[src/inc/swc_map.svh]
/*
  Constants of the timing-reference window capture block: widths, positions, reset values.
  Assumes inclusion by bare name from files that need them.
*/
`ifndef SWC_MAP_SVH
`define SWC_MAP_SVH
`define SWC_NUM_POS       24
`define SWC_NUM_SEL       16
`define SWC_SEL_W         4
`define SWC_POS_FIRST     0
`define SWC_POS_LAST      23
`define SWC_STATUS_RST    24'hffffff
`define SWC_SEL_RST       4'h0
`define SWC_SYNC_STAGES   2
`endif

[src/inc/swc_pkg.sv]
/*
  Types of the timing-reference window capture block.
  Assumes swc_map.svh is on the include path.
*/
`include "swc_map.svh"
package swc_pkg;
  typedef logic [`SWC_NUM_POS-1:0] swc_vec_t;
  typedef logic [`SWC_SEL_W-1:0]   swc_sel_t;
endpackage : swc_pkg

[src/core/swc_window_capture.sv]
/*
  Timing-reference position detector and delayed-sample capture.
  Assumes an analog delay line outside presents the reference as sampled by each of 24
  delayed copies of the active input clock, in coarse and fine spacing, asynchronously.
*/
`timescale 1ns/10ps
`include "swc_map.svh"

// What this block does
// - Reference is captured on a deterministic clock edge, whichever clock input is used.
// - Detect reference position, then sample with the chosen delayed clock copy.
// - Each status bit is one delay: 1 means setup or hold risk, 0 valid.
// - Select field holds the status bit index; that delay samples the reference.
// - Fine-step control 0 gives coarse delay steps, 1 gives fine steps.
// - Status bits 0 and 23 always read as 1.
// - Status shows 24 positions; select reaches only the first 16.
module swc_window_capture
  import swc_pkg::*;
#(
  parameter int NUM_POS = `SWC_NUM_POS,
  parameter int NUM_SEL = `SWC_NUM_SEL
) (
  input  wire logic     clock,
  input  wire logic     rstn,
  input  wire swc_vec_t ref_taps_coarse,
  input  wire swc_vec_t ref_taps_fine,
  input  wire logic     fine_step_control,
  input  wire swc_sel_t capture_delay_select,
  output swc_vec_t      window_status_vector,
  output logic          ref_captured,
  output logic          ref_capture_pulse
);

  if (NUM_POS != `SWC_NUM_POS || NUM_SEL != `SWC_NUM_SEL || NUM_SEL > NUM_POS) begin : g_chk
    $error("swc_window_capture: unsupported position or select count");
  end

  // Pins cross from the delay-line domain; two flops before any logic looks
  swc_vec_t coarse_s1_r;
  swc_vec_t coarse_s2_r;
  swc_vec_t fine_s1_r;
  swc_vec_t fine_s2_r;
  logic     fine_s1_ctl_r;
  logic     fine_ctl_r;
  swc_sel_t sel_s1_r;
  swc_sel_t sel_r;

  swc_vec_t window_status_r;
  swc_vec_t window_status_nxt;
  logic     captured_r;
  logic     captured_nxt;
  logic     pulse_r;
  logic     pulse_nxt;

  wire swc_vec_t taps;
  wire swc_vec_t viol;
  wire logic     transition_seen;

  assign taps = fine_ctl_r ? fine_s2_r : coarse_s2_r;

  // A position is at risk when its sample disagrees with a neighbour
  for (genvar i = 0; i < NUM_POS; i++) begin : g_pos
    if (i == `SWC_POS_FIRST || i == `SWC_POS_LAST) begin : g_end
      assign viol[i] = 1'b1;
    end else begin : g_mid
      assign viol[i] = (taps[i] != taps[i-1]) | (taps[i] != taps[i+1]);
    end
  end

  // With no edge inside the window there is nothing to judge, so the last result holds
  assign transition_seen   = (taps != '0) && (taps != '1);
  assign window_status_nxt = transition_seen ? viol : window_status_r;
  // Select is 4 bits, so only positions 0..15 can ever be sampled
  assign captured_nxt      = taps[sel_r];
  assign pulse_nxt         = captured_nxt & ~captured_r;

  always_ff @(posedge clock or negedge rstn) begin
    if (!rstn) begin
      coarse_s1_r   <= '0;
      coarse_s2_r   <= '0;
      fine_s1_r     <= '0;
      fine_s2_r     <= '0;
      fine_s1_ctl_r <= 1'b0;
      fine_ctl_r    <= 1'b0;
      sel_s1_r      <= `SWC_SEL_RST;
      sel_r         <= `SWC_SEL_RST;
    end else begin
      coarse_s1_r   <= ref_taps_coarse;
      coarse_s2_r   <= coarse_s1_r;
      fine_s1_r     <= ref_taps_fine;
      fine_s2_r     <= fine_s1_r;
      fine_s1_ctl_r <= fine_step_control;
      fine_ctl_r    <= fine_s1_ctl_r;
      sel_s1_r      <= capture_delay_select;
      sel_r         <= sel_s1_r;
    end
  end

  always_ff @(posedge clock or negedge rstn) begin
    if (!rstn) begin
      window_status_r <= `SWC_STATUS_RST;
      captured_r      <= 1'b0;
      pulse_r         <= 1'b0;
    end else begin
      window_status_r <= window_status_nxt;
      captured_r      <= captured_nxt;
      pulse_r         <= pulse_nxt;
    end
  end

  assign window_status_vector = window_status_r;
  assign ref_captured         = captured_r;
  assign ref_capture_pulse    = pulse_r;

  // Assertion helper only: counts edges since reset let go, so no $past looks into reset
  // Saturates at three, the deepest look-back that any property below makes
  // It drives no output, so synthesis may drop it
  logic [1:0] sync_age_r;
  logic [1:0] sync_age_nxt;
  wire logic  sync_full;

  assign sync_full    = (sync_age_r == 2'h3);
  assign sync_age_nxt = sync_full ? sync_age_r : sync_age_r + 2'h1;

  always_ff @(posedge clock or negedge rstn) begin
    if (!rstn) begin
      sync_age_r <= 2'h0;
    end else begin
      sync_age_r <= sync_age_nxt;
    end
  end
endmodule : swc_window_capture

[config.mk]
export PLATFORM = sky130hd
export DESIGN_NAME = swc_window_capture
export DESIGN_NICKNAME = d
export VERILOG_FILES = /design/src/inc/swc_pkg.sv /design/src/core/swc_window_capture.sv
export VERILOG_INCLUDE_DIRS = /design/src /design/src/inc
export SDC_FILE = /design/constraint.sdc
export NUM_CORES = 1
export LEC_CHECK = 0
export BUFFER_PORTS_ARGS = -buffer_cell sky130_fd_sc_hd__clkbuf_2
export CAP_MARGIN = 20
export CORE_UTILIZATION = 58
export CTS_BUF_LIST = sky130_fd_sc_hd__clkbuf_8
export CTS_CLUSTER_SIZE = 16
export DETAILED_ROUTE_END_ITERATION = 10
export GPL_ROUTABILITY_DRIVEN = 1
export GPL_TIMING_DRIVEN = 1
export PLACE_DENSITY = 0.82
export SLEW_MARGIN = 10
export SYNTH_ARGS = -nofsm -noshare
export SYNTH_HDL_FRONTEND = slang
export SYNTH_SLANG_ARGS = --single-unit
[constraint.sdc]
create_clock -name clock -period 3.2 [get_ports clock]
set_input_delay 0 -clock clock [delete_from_list [all_inputs] [get_ports clock]]
set_output_delay 0 -clock clock [all_outputs]
set_load 0.005 [all_outputs]
======== After elaboration in Yosys (flattened, before gate mapping) ========
Cells that the tools add are included.
operators by class
  equal/unequal tests ..................... 45
  bitwise logic cells ..................... 24
  order comparisons ....................... 1
  reduce and logical (&&, ||, !) cells .... 2
  multiplexer cells ....................... 3
operator list
  operator                count
  $ne A1 B1 Y1            44
  $mux W24                1
  $ne A24 B24 Y1 const B  1
  $reduce_bool A24 Y1     1
  $or A1 B1 Y1            22
  $lt A4 B6 Y1 const B    1
  $bmux W1 S4             1
  $and A1 B1 Y1           1
  $logic_and A1 B1 Y1     1
  $mux W1                 1
  $not A1 Y1              1
word-level totals
  output and inout port bits .............. 26
  flip-flop bits (word level) ............. 130

======== Depth between registers and ports, before layout ========
Gate-level depths: netlist of the first run.
  word-level depth ........................ 4
  gate-level depth with buffers ........... 10
  depth with buffers taken out ............ 7

======== Worst setup path before layout of the first run ========
No wires, ideal clock.
  path type ............................... register to register
  start point ............................. reg fine_ctl_r
  end point ............................... reg window_status_r[10] (netlist: window_status_vector[10])
  arrival ................................. 2.295 ns
  data required time ...................... 3.118 ns
  path slack .............................. 0.823 ns
  path buffers ............................ 3
  cell stages (with the launch flop) ...... 11
  cell sequence ........................... dfrtp_1 -> buf_4 -> buf_4 -> mux2i_1 -> inv_1 -> ha_1 -> nand4_1 -> nor3_1 -> nor2_1 -> clkbuf_1 -> mux2_2
between the ends
  cells in the longest elaborated chain, start to end .. 3
  elaborated cells between the ends (all ways) .. 7
  those cells by class .................... eq/ne (3); mux (1); bitwise (1); reduce/logical (2)
ends and longest elaborated chain
  what                                                        RTL line                                            RTL
  start: declaration                                          swc_window_capture.sv:44                            logic fine_ctl_r;
  start signal: assignment                                    swc_window_capture.sv:93                            fine_ctl_r <= fine_s1_ctl_r;
  $mux W24 (*)                                                swc_window_capture.sv:59                            assign taps = fine_ctl_r ? fine_s2_r : coarse_s2_r;
  $ne A24 B24 Y1, or another cell as far along                swc_window_capture.sv:71                            assign transition_seen = (taps != '0) && (taps != '1);
  $logic_and A1 B1 Y1 / $or A1 B1 Y1 (equally long branches)  swc_window_capture.sv:71, swc_window_capture.sv:66
  end signal: assignment                                      swc_window_capture.sv:101                           window_status_r <= `SWC_STATUS_RST;
  end signal: assignment                                      swc_window_capture.sv:105                           window_status_r <= window_status_nxt;
  end: declaration                                            swc_window_capture.sv:48                            swc_vec_t window_status_r;
Mark *: on every way between the ends. The rest lies on a longest branch, timed or not.
A chain may end at the register's enable or synchronous reset.

======== Worst setup path in the final report of the first run ========
  start point ............................. reg fine_ctl_r
  end point ............................... reg window_status_r[9] (netlist: window_status_vector[9])
The elaborated chain is that of the path after synthesis.

==> results of run 1 <==
## cells in the mapped netlist, drive strengths merged
master | instances | area share [%]
nor2b | 2 | 0.26
nand4 | 6 | 0.78
inv | 24 | 1.9
nand2 | 1 | 0.078
mux4 | 2 | 0.94
conb | 1 | 0.078
a22o | 1 | 0.18
nand2b | 24 | 3.1
ha | 24 | 6.2
nor2 | 4 | 0.31
nor4 | 1 | 0.26
buf | 7 | 1.4
xnor2 | 11 | 2.0
and2 | 1 | 0.13
o22ai | 2 | 0.26
mux2i | 36 | 7.5
dfrtp | 108 | 56
dfstp | 22 | 12
mux2 | 22 | 5.2
nor3 | 5 | 0.62
clkbuf | 2 | 0.16
o21ai | 2 | 0.21
or2 | 1 | 0.13
## cell families after synthesis
kind of cell / count (synthesis) / share of synthesized area (%)
simple gates: 45 / 5.70
buf+inv: 33 / 3.46
flops: 130 / 68.3
mux: 60 / 13.6
fa+ha+maj: 24 / 6.25
xor+xnor: 11 / 2.00
other cells: 1 / 0.0780
compound gates: 5 / 0.651
## power breakdown
group	switching, mW	total, mW	internal [mW]
Combinational	0.183	0.398	0.215
Sequential	0.0579	1.84	1.79
Clock	0.761	1.43	0.670
## sequential cells by signal, indices dropped and copies added (netlist names)
| signal | cells |
|---|---|
| ref_captured | 1 |
| coarse_s1_r | 24 |
| fine_s1_r | 24 |
| fine_s1_ctl_r | 1 |
| fine_s2_r | 24 |
| sel_s1_r | 4 |
| window_status_vector | 22 |
| coarse_s2_r | 24 |
| sel_r | 4 |
| ref_capture_pulse | 1 |
| fine_ctl_r | 1 |
## per-layer routing
layer  global-route usage (%)  vias up
met5                        0        -
met4                     10.4        0
met3                     6.10       21
met2                     42.5       94
met1                     31.8     1397
li1                         -     1320
## path summary, 6_finish.rpt
path,startpoint,to,slack (ns),depth (start not counted)
worst max-delay path,fine_ctl_r,window_status_vector[9],0.59,9
worst min-delay path,rstn,coarse_s1_r[0],0.15,2
worst max register to register,fine_ctl_r,window_status_vector[9],0.59,9
worst min register to register,coarse_s1_r[10],coarse_s2_r[10],0.35,0
max in group asynchronous,rstn,window_status_vector[2],2.06,3
min in group clock,ref_taps_coarse[2],coarse_s1_r[2],0.21,2
## final cells by class
class | count | area share (%)
flip-flops and latches | 130 | 52.6
repair buffers | 136 | 15.4
clock buffers | 17 | 3.75
well taps | 102 | 2.05
inverters | 24 | 1.44
multi-input cells | 147 | 21.8
clock inverters | 15 | 2.91
## repair_timing
item | CTS | global route
hold buffers | 54 | 0
endpoints found under the hold margin | 111 | 0
gates resized for setup | 0 | 0
endpoints found under the setup margin | 0 | 0
==> metrics.yaml, run 1 <==
critical_path:
  required_ns: 3.55
  worst_path_most_repeated_cell: "buf_4"
  crit_arrival_ns: 2.96
  critical_path.top_delay_family: "multiplexers"
  cp-start-kind: "register"
  end_kind: "register"
  cpMaxStageDelayCell: "mux2i_1"
  cp_num_buf_inv: 3
  worstPathCellList: "buf_4 -> mux2i_1 -> inv_1 -> ha_1 -> nand4_1 -> nor3_1 -> nor2_1 -> buf_4 -> mux2_2"
  critical_path_class: "register to register"
  slowest_delay_ns: 0.55
  worstPathMaxFanout: 28
placement:
  place_congestion: 0.790
  dp_slack_ns: 0.614
  place_inst: 485
  postPlaceCellArea_mm2: 0.00528
  port-buffer-count: 78
  dp_hpwl_mm: 5.62
cells_and_area:
  multi_input_area_mm2: 0.00136
  layout.nets: 535
  fin_cells: 571
  fill_cells: 435
  drive_gt1_share_pct: 34.8
  layout_common_cells: "dfrtp_1 (108), clkbuf_2 (77), dlygate4sd3_1 (54), mux2i_1 (36)"
  antenna_cells: 0
  final_util_pct: 79.1
  stdcell_area_mm2: 0.00624
  regArea_mm2: 0.00328
  area_growth_pct: 29.8
  final_common_cell: "dfrtp_1"
routing:
  drtIter0Drc: 87
  maxUsedRoutingLayer: "met4"
  drt-met1-wl_mm: 4.00
  first_pass_iters: 4
  vias: 2832
  route.met2.wl_mm: 4.94
  wl_met3_um: 364
  drc_errors: 0
  drt-total-wl_mm: 9.55
  viasPerCell: 4.96
  ant_nets: 0
  wl_per_cell_um: 16.7
clock_tree:
  clk_pin_slew_worst_paths_ns: 0.09
  root_buffer: "clkbuf_8"
  htree_levels: 4
  cts_tree: "yes"
  cts_buffers: 17
  cts.sinks: 130
  clock_latency_ns: 0.43
  cts_buffer_depth: 2
  cts_setup_buffers: 0
global_route:
  overflow: 0
  grt_pass1_wl_mm: 15.8
  grt_max_degree: 61
  grtUsageTotal_pct: 25.3
  grt_pass1_vias: 3172
  antenna_found_initial: 0
run_status:
  status: "completed"
pwr:
  max-vdd-ir-drop_mv: 0.454
  total_power_mw: 3.67
  p_per_area_mw_per_mm2: 589
  p_leak_nw: 3.00
job:
  drv_cap: 0
synthesis:
  synth_cell_types: 26
  yosys_warnings: 0
  avgSynthCellArea_um2: 15.6
  synth_seq_cells: 130
  ys_seq_area_share_pct: 68.3
  synth_area_mm2: 0.00481
  postSynthCellCount: 309
floorplan:
  die_w_um: 93.0
  initial_core_util_pct: 60.9
  dieHeight_um: 93.0
  die-area_mm2: 0.00865
  rows: 32
  io_pins: 81
  fp.coreArea_mm2: 0.00789
worst_hold_path:
  hp-class: "primary input to async pin"
timing:
  maxSlewHeadroom_pct: 53.8
  worstMarginPinSlew_ns: 0.694
  fmax_ghz: 0.383
  rsz0062_at_grt: "false"
  fin_skew_ns: 0.0121
  hold_viol_final: 0
  holdWs_ns: 0.151
  setup_violations: 0
  postLayoutSetupSlackWorst_ns: 0.588
  finalSetupTns_ns: 0
  fin_crit_sh_pct: 81.6
  min_period_ns: 2.61
  maxSlewViolCount: 0
Power figures use the tool's default switching activity.
==> run 2, diff against run 1 <==
==> constraint.sdc (replaced) <==
create_clock -name clock -period 2.45 [get_ports clock]
set_input_delay 0 -clock clock [delete_from_list [all_inputs] [get_ports clock]]
set_output_delay 0 -clock clock [all_outputs]
set_load 0.005 [all_outputs]
==> run 2 against run 1 <==
  * Clock skew up 0.00060 ns
  * Maximum frequency is 15% higher
  * Sequential share of layout area shrank 0.51 points
  * Largest power group unchanged
  * Die area stayed put
  * Critical path depth did not move
  * Global-route usage is 0.53 points higher
  * Highest routed layer unchanged
  * Critical endpoint is now window_status_vector[19]
  * Critical path type unchanged
==> metrics.yaml, run 2 (same netlist as run 1, synthesis figures left out) <==
timing:
  rsz0062_at_grt: "false"
  setup_violations: 0
  fmax_ghz: 0.438
  fin_crit_sh_pct: 93.1
  min_period_ns: 2.28
  holdWs_ns: 0.116
  worstMarginPinSlew_ns: 0.740
  fin_skew_ns: 0.0127
  finalSetupTns_ns: 0
  hold_viol_final: 0
  maxSlewViolCount: 0
  maxSlewHeadroom_pct: 50.6
floorplan:
  die-area_mm2: 0.00865
  io_pins: 81
  fp.coreArea_mm2: 0.00789
  initial_core_util_pct: 60.9
  rows: 32
  dieHeight_um: 93.0
  die_w_um: 93.0
global_route:
  grtUsageTotal_pct: 25.9
  met3_usage_pct: 7.15
  grt_pass1_vias: 3137
  top_usage_layer: "met2"
  overflow: 0
  grt_pass1_wl_mm: 15.8
  met1_usage_pct: 32.0
  grt_max_degree: 85
  antenna_found_initial: 0
  use_met2_pct: 43.9
run_status:
  status: "completed"
critical_path:
  critical_path_class: "register to register"
  cp-start-kind: "register"
  reg2reg_slack_ns: 0.17
  crit_arrival_ns: 2.64
  end_kind: "register"
  worstPathMaxFanout: 22
  required_ns: 2.81
clock_tree:
  root_buffer: "clkbuf_8"
  cts_buffer_depth: 2
  cts_setup_buffers: 0
  clk_pin_slew_worst_paths_ns: 0.09
  htree_levels: 4
  cts_tree: "yes"
  cts_buffers: 17
  clock_latency_ns: 0.44
  cts.sinks: 130
routing:
  ant_nets: 0
  drt-total-wl_mm: 9.95
  wl_per_cell_um: 17.3
  viasPerCell: 4.95
  drtIter0Drc: 112
  first_pass_iters: 4
  vias: 2843
  drc_errors: 0
cells_and_area:
  layout.nets: 538
  area_growth_pct: 31.2
  antenna_cells: 0
  drive_gt1_share_pct: 36.4
  final_common_cell: "dfrtp_1"
  layout_common_cells: "dfrtp_1 (107), clkbuf_2 (77), dlygate4sd3_1 (54), mux2i_1 (31)"
pwr:
  max-vdd-ir-drop_mv: 0.461
  p_leak_nw: 3.01
  p_per_area_mw_per_mm2: 757
placement:
  place_congestion: 0.803
  port-buffer-count: 78
  dp_hpwl_mm: 5.55
worst_hold_path:
  hp-class: "primary input to async pin"
job:
  drv_cap: 0
-- run 2: routing by layer --
layer  share of wire [%]  vias to the layer above
met4                 1.4                        0
met5                   0                        -
met1                  40                     1420
li1                    -                     1318
met3                 4.3                       12
met2                  54                       93
-- run 2: worst max-delay path, stage by stage (launching register included) --
cell	delay (ns)
dfrtp_2	0.44
buf_12	0.21
mux2i_1	0.42
inv_1	0.09
ha_1	0.19
nand4_1	0.09
nor3_1	0.05
nor2_1	0.11
buf_6	0.23
mux2_2	0.36
-- run 2: layout make-up --
type	instances	area [µm²]
Fill cell	422	1580
Timing Repair Buffer	139	1010
Multi-Input combinational cell	147	1390
Clock buffer	17	234
Clock inverter	15	165
Tap cell	102	128
Inverter	24	90.1
Sequential cell	130	3280
-- run 2: report_power, final --
| part | internal [mW] | switching (mW) |
|---|---|---|
| combinational | 0.294 | 0.244 |
| clock | 0.853 | 0.965 |
| sequential | 2.33 | 0.0808 |
-- run 2: timing repair --
item,CTS,global route
setup endpoints to repair,22,22
endpoints found under the hold margin,99,0
hold buffers,54,0
resized for setup,1,7
-- run 2: path summary, 6_finish.rpt --
kind | depth (start not counted) | start | end
setup / recovery | 9 | fine_ctl_r | window_status_vector[19]
hold / removal | 2 | rstn | fine_s1_r[6]
setup reg to reg | 9 | fine_ctl_r | window_status_vector[19]
hold reg to reg | 0 | coarse_s1_r[18] | coarse_s2_r[18]
max in group asynchronous | 3 | rstn | fine_ctl_r
min in group clock | 2 | ref_taps_coarse[5] | coarse_s1_r[5]
-- run 2: stage by stage --
stage	power, mW	instance area (µm²)	utilization, %	cells	worst slack, ns
floorplan	2.68	4810	-	310	0.0733
global placement	2.89	5330	67.6	488	0.123
detailed placement	2.91	5330	67.6	488	0.000159
CTS	4.76	6270	79.6	574	0.0302
global route	4.99	6300	79.9	574	0.0143
finish	4.77	6300	79.9	574	0.169
